### config.mk
export PLATFORM = sky130hd
export DESIGN_NAME = ebic_top
export DESIGN_NICKNAME = d
export VERILOG_FILES = /design/src/ebic_burst_ctl.v /design/src/ebic_top.v
export VERILOG_INCLUDE_DIRS = /design/src
export SDC_FILE = /design/constraint.sdc
export NUM_CORES = 1
export LEC_CHECK = 0
export ABC_AREA = 1
export ABC_CLOCK_PERIOD_IN_PS = 2100
export BUFFER_PORTS_ARGS = -buffer_cell sky130_fd_sc_hd__buf_2
export CAP_MARGIN = 25
export CORE_UTILIZATION = 30
export DETAILED_ROUTE_END_ITERATION = 8
export SLEW_MARGIN = 20
export SYNTH_ARGS = -nofsm -noshare
export SYNTH_HDL_FRONTEND = slang
export SYNTH_HIERARCHICAL = 1
export SYNTH_SLANG_ARGS = --single-unit
### constraint.sdc
create_clock -name aclk -period 2.1 [get_ports aclk]
set_clock_uncertainty 0.15 [all_clocks]
set_input_delay 0.105 -clock aclk [delete_from_list [all_inputs] [get_ports aclk]]
set_output_delay 0.105 -clock aclk [all_outputs]
set_load 0.02 [all_outputs]
### src/ebic_defines.vh
`ifndef EBIC_DEFINES_VH
`define EBIC_DEFINES_VH

// --------
// register byte offsets
// --------
`define EBIC_OFF_CTRL       12'h000
`define EBIC_OFF_STATUS     12'h004
`define EBIC_OFF_IDLECNT    12'h008

// --------
// control register fields
// --------
`define EBIC_BIT_XAREA      7
`define EBIC_BIT_RDWR       6
`define EBIC_BIT_BURST_EN   5
`define EBIC_BIT_BLEN       4
`define EBIC_BIT_BCNT       3
`define EBIC_CTRL_LO        3
`define EBIC_CTRL_RST       5'h1a

// --------
// status register fields
// --------
`define EBIC_BIT_BUSY       0
`define EBIC_BIT_BURSTING   1
`define EBIC_BIT_IDLED      2

// --------
// bus timing in states (one state is one aclk period)
// --------
`define EBIC_BASIC_STATES   4'h2
`define EBIC_BURST_SHORT    4'h1
`define EBIC_BURST_LONG     4'h2
`define EBIC_GRP_SHIFT_4W   2
`define EBIC_GRP_SHIFT_8W   3

// --------
// axi responses
// --------
`define EBIC_RESP_OKAY      2'b00
`define EBIC_RESP_SLVERR    2'b10

`endif

### src/ebic_burst_ctl.v
`timescale 1ns/1ns
`default_nettype none
`include "ebic_defines.vh"

module ebic_burst_ctl #(
    parameter ADDR_W = 16
) (
    input  wire              burst_en,     // area 0 runs as burst rom
    input  wire              len_sel,      // 0: 1 state, 1: 2 states
    input  wire              cnt_sel,      // 0: 4 words, 1: 8 words
    input  wire              is_read,      // new access is a read
    input  wire              is_area0,     // new access targets area 0
    input  wire [ADDR_W-1:0] addr,         // new access byte address
    input  wire              prev_valid,   // previous cycle was an area 0 read
    input  wire [ADDR_W-1:0] prev_addr,    // previous access byte address
    output wire              burst_hit,    // access continues a burst
    output wire [3:0]        cyc_states    // states the access cycle takes
);

    wire [ADDR_W-1:0] next_word_addr;
    wire [ADDR_W-1:0] grp_new;
    wire [ADDR_W-1:0] grp_prev;
    wire              same_group;

    assign next_word_addr = prev_addr + {{(ADDR_W-2){1'b0}}, 2'b10};

    // the word count limit is enforced by requiring the same aligned group
    assign grp_new  = cnt_sel ? (addr >> (`EBIC_GRP_SHIFT_8W + 1))
                              : (addr >> (`EBIC_GRP_SHIFT_4W + 1));
    assign grp_prev = cnt_sel ? (prev_addr >> (`EBIC_GRP_SHIFT_8W + 1))
                              : (prev_addr >> (`EBIC_GRP_SHIFT_4W + 1));
    assign same_group = (grp_new == grp_prev);

    // the first word always pays the full basic cycle
    assign burst_hit = burst_en && is_read && is_area0 && prev_valid
                       && same_group && (addr == next_word_addr);

    assign cyc_states = burst_hit ? (len_sel ? `EBIC_BURST_LONG : `EBIC_BURST_SHORT)
                                  : `EBIC_BASIC_STATES;

endmodule

`default_nettype wire

### src/ebic_top.v
// Functional notes
// - idle state between reads to different areas
// - idle state between read and following write
// - area 0 burst rom mode, default off
// - burst cycle one or two states
// - burst limited to four or eight words
`timescale 1ns/1ns
`default_nettype none
`include "ebic_defines.vh"

module ebic_top #(
    parameter ADDR_W    = 16,
    parameter AREA_BITS = 3,
    parameter DATA_W    = 16
) (
    input  wire                  aclk,             // system clock
    input  wire                  aresetn,          // sync reset, active low
    input  wire [11:0]           awaddr,           // axi write address
    input  wire                  awvalid,          // axi write address valid
    output wire                  awready,          // axi write address ready
    input  wire [31:0]           wdata,            // axi write data
    input  wire [3:0]            wstrb,            // axi write strobes
    input  wire                  wvalid,           // axi write data valid
    output wire                  wready,           // axi write data ready
    output reg  [1:0]            bresp,            // axi write response
    output reg                   bvalid,           // axi write response valid
    input  wire                  bready,           // axi write response ready
    input  wire [11:0]           araddr,           // axi read address
    input  wire                  arvalid,          // axi read address valid
    output wire                  arready,          // axi read address ready
    output reg  [31:0]           rdata,            // axi read data
    output reg  [1:0]            rresp,            // axi read response
    output reg                   rvalid,           // axi read data valid
    input  wire                  rready,           // axi read data ready
    input  wire                  acc_valid,        // access request valid
    output wire                  acc_ready,        // access request taken
    input  wire                  acc_write,        // access is a write
    input  wire [ADDR_W-1:0]     acc_addr,         // access byte address
    input  wire [DATA_W-1:0]     acc_wdata,        // access write data
    output reg  [DATA_W-1:0]     acc_rdata,        // access read data
    output reg                   acc_rdata_valid,  // read data pulse
    output reg  [ADDR_W-1:0]     ext_addr,         // external address
    output reg  [(1<<AREA_BITS)-1:0] ext_cs_n,     // area selects, low active
    output reg                   ext_rd_n,         // read strobe, low active
    output reg                   ext_wr_n,         // write strobe, low active
    output reg  [DATA_W-1:0]     ext_data_out,     // data pin drive value
    output reg                   ext_data_oe,      // data pin drive enable
    input  wire [DATA_W-1:0]     ext_data_in       // data pin level
);

    // ---------------------------------------------------------------
    // bus cycle states
    // ---------------------------------------------------------------
    localparam [2:0] ST_READY  = 3'b001;
    localparam [2:0] ST_IDLE   = 3'b010;
    localparam [2:0] ST_ACCESS = 3'b100;
    localparam       NUM_AREAS = 1 << AREA_BITS;

    reg  [4:0]           ctrl;
    reg  [2:0]           state;
    reg  [3:0]           cnt;
    reg                  cur_write;
    reg  [ADDR_W-1:0]    cur_addr;
    reg  [DATA_W-1:0]    cur_wdata;
    reg                  cur_burst;
    reg                  last_valid;
    reg                  last_read;
    reg  [AREA_BITS-1:0] last_area;
    reg  [ADDR_W-1:0]    last_addr;
    reg                  last_idled;
    reg  [15:0]          idle_cnt;
    reg  [DATA_W-1:0]    din_meta;
    reg  [DATA_W-1:0]    din_sync;
    reg  [1:0]           rd_pend;

    reg                  aw_held;
    reg  [11:0]          aw_addr_q;
    reg                  w_held;
    reg  [31:0]          w_data_q;
    reg  [3:0]           w_strb_q;

    wire                 ctl_xarea;
    wire                 ctl_rdwr;
    wire                 ctl_burst_en;
    wire                 ctl_blen;
    wire                 ctl_bcnt;
    wire [AREA_BITS-1:0] new_area;
    wire                 need_idle;
    wire                 take;
    wire                 burst_hit;
    wire [3:0]           cyc_states;
    wire [3:0]           next_cnt;
    wire                 do_write;

    assign ctl_xarea    = ctrl[`EBIC_BIT_XAREA - `EBIC_CTRL_LO];
    assign ctl_rdwr     = ctrl[`EBIC_BIT_RDWR - `EBIC_CTRL_LO];
    assign ctl_burst_en = ctrl[`EBIC_BIT_BURST_EN - `EBIC_CTRL_LO];
    assign ctl_blen     = ctrl[`EBIC_BIT_BLEN - `EBIC_CTRL_LO];
    assign ctl_bcnt     = ctrl[`EBIC_BIT_BCNT - `EBIC_CTRL_LO];

    // ---------------------------------------------------------------
    // axi4-lite write channel
    // ---------------------------------------------------------------
    // address and data are caught separately so either may come first
    assign awready  = !aw_held && !bvalid;
    assign wready   = !w_held && !bvalid;
    assign do_write = aw_held && w_held && !bvalid;

    always @(posedge aclk)
    begin
        if (!aresetn)
        begin
            aw_held   <= 1'b0;
            aw_addr_q <= 12'h000;
            w_held    <= 1'b0;
            w_data_q  <= 32'h0000_0000;
            w_strb_q  <= 4'h0;
            bvalid    <= 1'b0;
            bresp     <= `EBIC_RESP_OKAY;
            ctrl      <= `EBIC_CTRL_RST;
        end
        else
        begin
            if (awvalid && awready)
            begin
                aw_held   <= 1'b1;
                aw_addr_q <= awaddr;
            end
            if (wvalid && wready)
            begin
                w_held   <= 1'b1;
                w_data_q <= wdata;
                w_strb_q <= wstrb;
            end
            if (do_write)
            begin
                aw_held <= 1'b0;
                w_held  <= 1'b0;
                bvalid  <= 1'b1;
                if (aw_addr_q[11:2] == `EBIC_OFF_CTRL >> 2)
                begin
                    bresp <= `EBIC_RESP_OKAY;
                    if (w_strb_q[0])
                        ctrl <= w_data_q[7:3];
                end
                else if (aw_addr_q[11:2] == `EBIC_OFF_STATUS >> 2)
                    bresp <= `EBIC_RESP_OKAY;
                else if (aw_addr_q[11:2] == `EBIC_OFF_IDLECNT >> 2)
                    bresp <= `EBIC_RESP_OKAY;
                else
                    bresp <= `EBIC_RESP_SLVERR;
            end
            else if (bvalid && bready)
                bvalid <= 1'b0;
        end
    end

    // --------
    // axi4-lite read channel
    // --------
    assign arready = !rvalid;

    always @(posedge aclk)
    begin
        if (!aresetn)
        begin
            rvalid <= 1'b0;
            rdata  <= 32'h0000_0000;
            rresp  <= `EBIC_RESP_OKAY;
        end
        else if (arvalid && arready)
        begin
            rvalid <= 1'b1;
            rresp  <= `EBIC_RESP_OKAY;
            if (araddr[11:2] == `EBIC_OFF_CTRL >> 2)
                rdata <= {24'h000000, ctrl, 3'h0};
            else if (araddr[11:2] == `EBIC_OFF_STATUS >> 2)
                rdata <= {29'h0000_0000, last_idled, cur_burst, !state[0]};
            else if (araddr[11:2] == `EBIC_OFF_IDLECNT >> 2)
                rdata <= {16'h0000, idle_cnt};
            else
            begin
                rdata <= 32'h0000_0000;
                rresp <= `EBIC_RESP_SLVERR;
            end
        end
        else if (rvalid && rready)
            rvalid <= 1'b0;
    end

    // --------
    // data pin synchroniser
    // --------
    always @(posedge aclk)
    begin
        if (!aresetn)
        begin
            din_meta <= {DATA_W{1'b0}};
            din_sync <= {DATA_W{1'b0}};
        end
        else
        begin
            din_meta <= ext_data_in;
            din_sync <= din_meta;
        end
    end

    // --------
    // idle insertion decision
    // --------
    assign acc_ready = state[0];
    assign take      = acc_ready && acc_valid;
    assign new_area  = acc_addr[ADDR_W-1 -: AREA_BITS];

    // last_valid only survives when accesses follow back to back
    assign need_idle = last_valid && last_read &&
                       ((acc_write && ctl_rdwr) ||
                        (!acc_write && ctl_xarea && new_area != last_area));

    ebic_burst_ctl #(
        .ADDR_W     (ADDR_W)
    ) u_burst (
        .burst_en   (ctl_burst_en),
        .len_sel    (ctl_blen),
        .cnt_sel    (ctl_bcnt),
        .is_read    (!acc_write),
        .is_area0   (new_area == {AREA_BITS{1'b0}}),
        .addr       (acc_addr),
        .prev_valid (last_valid && last_read && last_area == {AREA_BITS{1'b0}}),
        .prev_addr  (last_addr),
        .burst_hit  (burst_hit),
        .cyc_states (cyc_states)
    );

    assign next_cnt = cyc_states - 4'h1;

    // ---------------------------------------------------------------
    // bus cycle sequencer
    // ---------------------------------------------------------------
    always @(posedge aclk)
    begin
        if (!aresetn)
        begin
            state           <= ST_READY;
            cnt             <= 4'h0;
            cur_write       <= 1'b0;
            cur_addr        <= {ADDR_W{1'b0}};
            cur_wdata       <= {DATA_W{1'b0}};
            cur_burst       <= 1'b0;
            last_valid      <= 1'b0;
            last_read       <= 1'b0;
            last_area       <= {AREA_BITS{1'b0}};
            last_addr       <= {ADDR_W{1'b0}};
            last_idled      <= 1'b0;
            idle_cnt        <= 16'h0000;
            acc_rdata       <= {DATA_W{1'b0}};
            acc_rdata_valid <= 1'b0;
            rd_pend         <= 2'b00;
        end
        else
        begin
            // data lags the pins by two sync stages
            rd_pend         <= {rd_pend[0], 1'b0};
            acc_rdata_valid <= rd_pend[1];
            if (rd_pend[1])
                acc_rdata <= din_sync;
            case (state)
                ST_READY:
                begin
                    if (take)
                    begin
                        cur_write  <= acc_write;
                        cur_addr   <= acc_addr;
                        cur_wdata  <= acc_wdata;
                        cur_burst  <= burst_hit;
                        cnt        <= next_cnt;
                        last_idled <= need_idle;
                        if (need_idle)
                        begin
                            state <= ST_IDLE;
                            if (idle_cnt != 16'hffff)
                                idle_cnt <= idle_cnt + 16'h0001;
                        end
                        else
                            state <= ST_ACCESS;
                    end
                    else
                        last_valid <= 1'b0;
                end
                ST_IDLE:
                    state <= ST_ACCESS;
                ST_ACCESS:
                begin
                    if (cnt == 4'h0)
                    begin
                        state      <= ST_READY;
                        last_valid <= 1'b1;
                        last_read  <= !cur_write;
                        last_area  <= cur_addr[ADDR_W-1 -: AREA_BITS];
                        last_addr  <= cur_addr;
                        rd_pend    <= {rd_pend[0], !cur_write};
                    end
                    else
                        cnt <= cnt - 4'h1;
                end
                default:
                    state <= ST_READY;
            endcase
        end
    end

    // ---------------------------------------------------------------
    // external pins
    // ---------------------------------------------------------------
    genvar gi;
    generate
        for (gi = 0; gi < NUM_AREAS; gi = gi + 1)
        begin : g_cs
            always @(posedge aclk)
            begin
                if (!aresetn)
                    ext_cs_n[gi] <= 1'b1;
                else if (state == ST_READY && take && !need_idle)
                    ext_cs_n[gi] <= (new_area != gi);
                else if (state == ST_IDLE)
                    ext_cs_n[gi] <= (cur_addr[ADDR_W-1 -: AREA_BITS] != gi);
                else if (state == ST_ACCESS && cnt == 4'h0)
                    ext_cs_n[gi] <= 1'b1;
            end
        end
    endgenerate

    // strobes assert one state late after an inserted idle state
    always @(posedge aclk)
    begin
        if (!aresetn)
        begin
            ext_addr     <= {ADDR_W{1'b0}};
            ext_rd_n     <= 1'b1;
            ext_wr_n     <= 1'b1;
            ext_data_out <= {DATA_W{1'b0}};
            ext_data_oe  <= 1'b0;
        end
        else if (state == ST_READY && take && !need_idle)
        begin
            ext_addr     <= acc_addr;
            ext_rd_n     <= acc_write;
            ext_wr_n     <= !acc_write;
            ext_data_out <= acc_wdata;
            ext_data_oe  <= acc_write;
        end
        else if (state == ST_IDLE)
        begin
            ext_addr     <= cur_addr;
            ext_rd_n     <= cur_write;
            ext_wr_n     <= !cur_write;
            ext_data_out <= cur_wdata;
            ext_data_oe  <= cur_write;
        end
        else if (state == ST_ACCESS && cnt == 4'h0)
        begin
            ext_rd_n    <= 1'b1;
            ext_wr_n    <= 1'b1;
            ext_data_oe <= 1'b0;
        end
    end

endmodule

`default_nettype wire

==> key figures <==
Outcome
  • Status: completed

Cells and area
  • Seq. cell area: between 4000 and 5000 um^2
  • Share of cells above drive strength 1: about 20%
  • Antenna Diode Count: 0
  • Fillers: ~3200
  • Nets: between 1500 and 2000
  • Area occupied by multi-input gates: around 4300 um^2
  • Syn-to-layout area delta: 33.4%

Critical path
  • CP Capture Type: register
  • Critical path peak fanout: 2
  • Worst EP arrival: ~2.3 ns
  • Worst path required time: about 2.4 ns
  • Slowest cell on crit path: dfxtp_2
  • Kind of critical path: reg -> reg
  • Max incr delay on CP: roughly 0.32 ns
  • Critical Path, Cell by Cell: nor4_2 -> nand2_1 -> nor2_2 -> nand2_1 -> nor2_1 -> nand2_1 -> nor2_2 -> nand4_1 -> o21ai_2 -> nand3_1 -> xor2_1 -> nand2_1 -> nand2_1 -> inv_1
  • Crit-path most repeated cell: nand2_1
  • Startpoint types: register

Place
  • Final Wtd Congestion: just over 0.8
  • Port bufs: ~170
  • Detailed placement HPWL: 17.1 mm

Yosys
  • Yosys cell types: 39
  • Number of flops mapped to enable cells by yosys: 0
  • Largest cells by area after synthesis: dfxtp_1 46%, nand2_1 13%, nor2_1 9.5%
  • FF+latch count, synth: 213
  • Mapped cell area: 9320 um^2
  • Synthesized area per cell: ~7.0 um^2
  • Post-synth top flop: dfxtp_1
  • Cell count after synthesis: roughly 1300
  • Dominant cell type by area after synthesis: dfxtp_1
  • Most frequent cell after synthesis: nand2_1
  • Area share of the largest cell type after synthesis: 45.8%
  • Synth warn: 6
  • Ys async rst share: 0%
  • Post-synthesis sequential area ratio: 45.8%
  • Top post-synthesis cells by count: 311 x nand2_1, 235 x nor2_1, 213 x dfxtp_1

Clock tree
  • Deepest clock path buffer count: 3
  • Total CTS buffers: 26
  • Clk sinks: 213
  • H-tree level count: 1
  • CTS tree: yes
  • Clock transition at the registers of the reported paths: ~0.06 ns
  • Clock root cell: clkbuf_16
  • Worst skew pair latency: 0.52 ns

Global routing
  • First-pass GRT wire length: ~40 mm
  • Largest net degree at the start of global routing: 58
  • Antenna violations before repair: 0
  • Gr ovfl total: 0
  • Gr usage total: between 10% and 20%
  • Vias in the first global route: 7965

Drt
  • Via Count: 8882
  • Routed vias/inst: approximately 4.4
  • WL per Instance: between 10 and 15 um
  • Post-DRT Antenna Nets: 0
  • Detailed Routing Iterations Pass 1: 5
  • Starting DRT DRC Count: 426
  • Post-Route WL: about 25 mm
  • DRC: 0

Power
  • Leak: 0.00603 uW
  • Total power: 11100 uW
  • PwrDens: roughly 890 nW/um^2
  • Peak supply drop: roughly 520 uV

STA
  • Min Tclk post-route: slightly above 2 ns
  • Fmax: approximately 490 MHz
  • Final period utilization: between 90% and 100%
  • Max Slew Vio Count: 0
  • Setup TNS: 0 ns
  • Hold_ws: roughly 0.07 ns
  • Final setup vio count: 0
  • Hold Fails Final Rpt: 0
  • RSZ-0062 raised after global routing: true
  • Max-slew headroom: between 60% and 70%
  • Worst Tran Pin Value: 0.546 ns

Floorplanning
  • Core area: approximately 31000 um^2
  • Die Span Y: between 150 and 200 um
  • Initial Util: 30.5%
  • I/O Pins: around 220
  • Std-Cell Rows: 64
  • Die W: between 150 and 200 um
  • Die area: approximately 32000 um^2

Run
  • Max-Cap Viols: 0

Hold path
  • Hold crit path type: in -> reg
## layout make-up
| type | count | area share [%] |
|---|---|---|
| sequential | 213 | 34.3 |
| timing repair buffer | 298 | 17.0 |
| tap | 396 | 3.99 |
| inverter | 125 | 3.78 |
| clock buffer | 29 | 5.49 |
| multi-input combinational | 923 | 34.2 |
| clock inverter | 18 | 1.21 |
## final timing paths
path	startpoint	end	slack [ns]	cells past startpoint
min reg2reg	din_meta[2]	din_sync[2]	0.25	2
max reg2reg	last_area[0]	cnt[3]	0.07	14
min	awvalid	aw_addr_q[8]	0.07	4
max	last_area[0]	cnt[3]	0.07	14
## through the flow
stage                     instances  cell area [um^2]  setup WS (ns)  util, %
after global routing           2002             12400         -0.190     40.6
after detailed placement       1866             10700        -0.0698     34.9
after floorplan                1340              9380         0.0727        -
after CTS                      1997             12300        0.00993     40.4
after global placement         1866             10700        -0.0248     34.9
final                          2002             12400         0.0662     40.6
## power by group
part | switching (uW) | internal, uW | total [uW]
Clock | 1780 | 2480 | 4260
Sequential | 217 | 4450 | 4660
Combinational | 1340 | 815 | 2160
## state kept, by name, indices dropped and copies added, names as in the netlist, 2 cells and up
| signal | flops |
|---|---|
| rdata | 16 |
| din_sync | 16 |
| ext_addr | 16 |
| w_data_q | 5 |
| cur_wdata | 16 |
| cnt | 4 |
| aw_addr_q | 10 |
| last_area | 3 |
| cur_addr | 16 |
| state | 3 |
| din_meta | 16 |
| acc_rdata | 16 |
| ext_data_out | 16 |
| rd_pend | 2 |
| ext_cs_n | 8 |
| idle_cnt | 16 |
| ctrl | 5 |
| last_addr | 13 |
## critical path: cells and delay by family (launching register included)
| kind | cells | cell delay [ns] |
|---|---|---|
| simple gates | 11 | 1.11 |
| flops | 1 | 0.32 |
| xor+xnor | 1 | 0.17 |
| compound gates | 1 | 0.15 |
| buf+inv | 1 | 0.03 |
## routing by layer
| layer | global-route usage, % | wire length [um] | vias to the layer above |
|---|---|---|---|
| li1 | - | - | 4664 |
| met1 | 20.7 | 11700 | 3980 |
| met2 | 26.2 | 11800 | 215 |
| met3 | 2.32 | 1340 | 23 |
| met4 | 3.74 | 339 | 0 |
| met5 | 0 | 0 | - |
## cell usage in the layout (no fill, tap or decap), types with 26 or more instances in the layout
master,count
nand3_1,76
o21ai_0,120
nor2_1,234
buf_2,165
dfxtp_1,212
buf_4,43
inv_1,114
nand2_1,310
clkbuf_16,26
a21oi_1,59
dlygate4sd3_1,84
## timing repair
item                                    in CTS  in global routing
endpoints found under the hold margin      126                  0
pin swaps                                    1                  5
hold buffers                                84                  0
resized for setup                            4                  8
buffers inserted                             0                  5
endpoints found under the setup margin       3                 47
## cell families (layout without fill, tap and decap cells)
kind of cell / Yosys count / after routing / share of synthesized area, %
buffers and inverters: 204 / 470 / 9.71
adder cells (fa/ha/maj): 3 / 3 / 0.403
other: 2 / 20 / 0.0806
XOR/XNOR: 23 / 23 / 2.16
AO/OA/AOI/OAI: 200 / 200 / 11.2
AND/OR/NAND/NOR: 677 / 677 / 30.7
flip-flops: 213 / 213 / 45.8
Note: power is estimated with default switching activity, not from simulation.
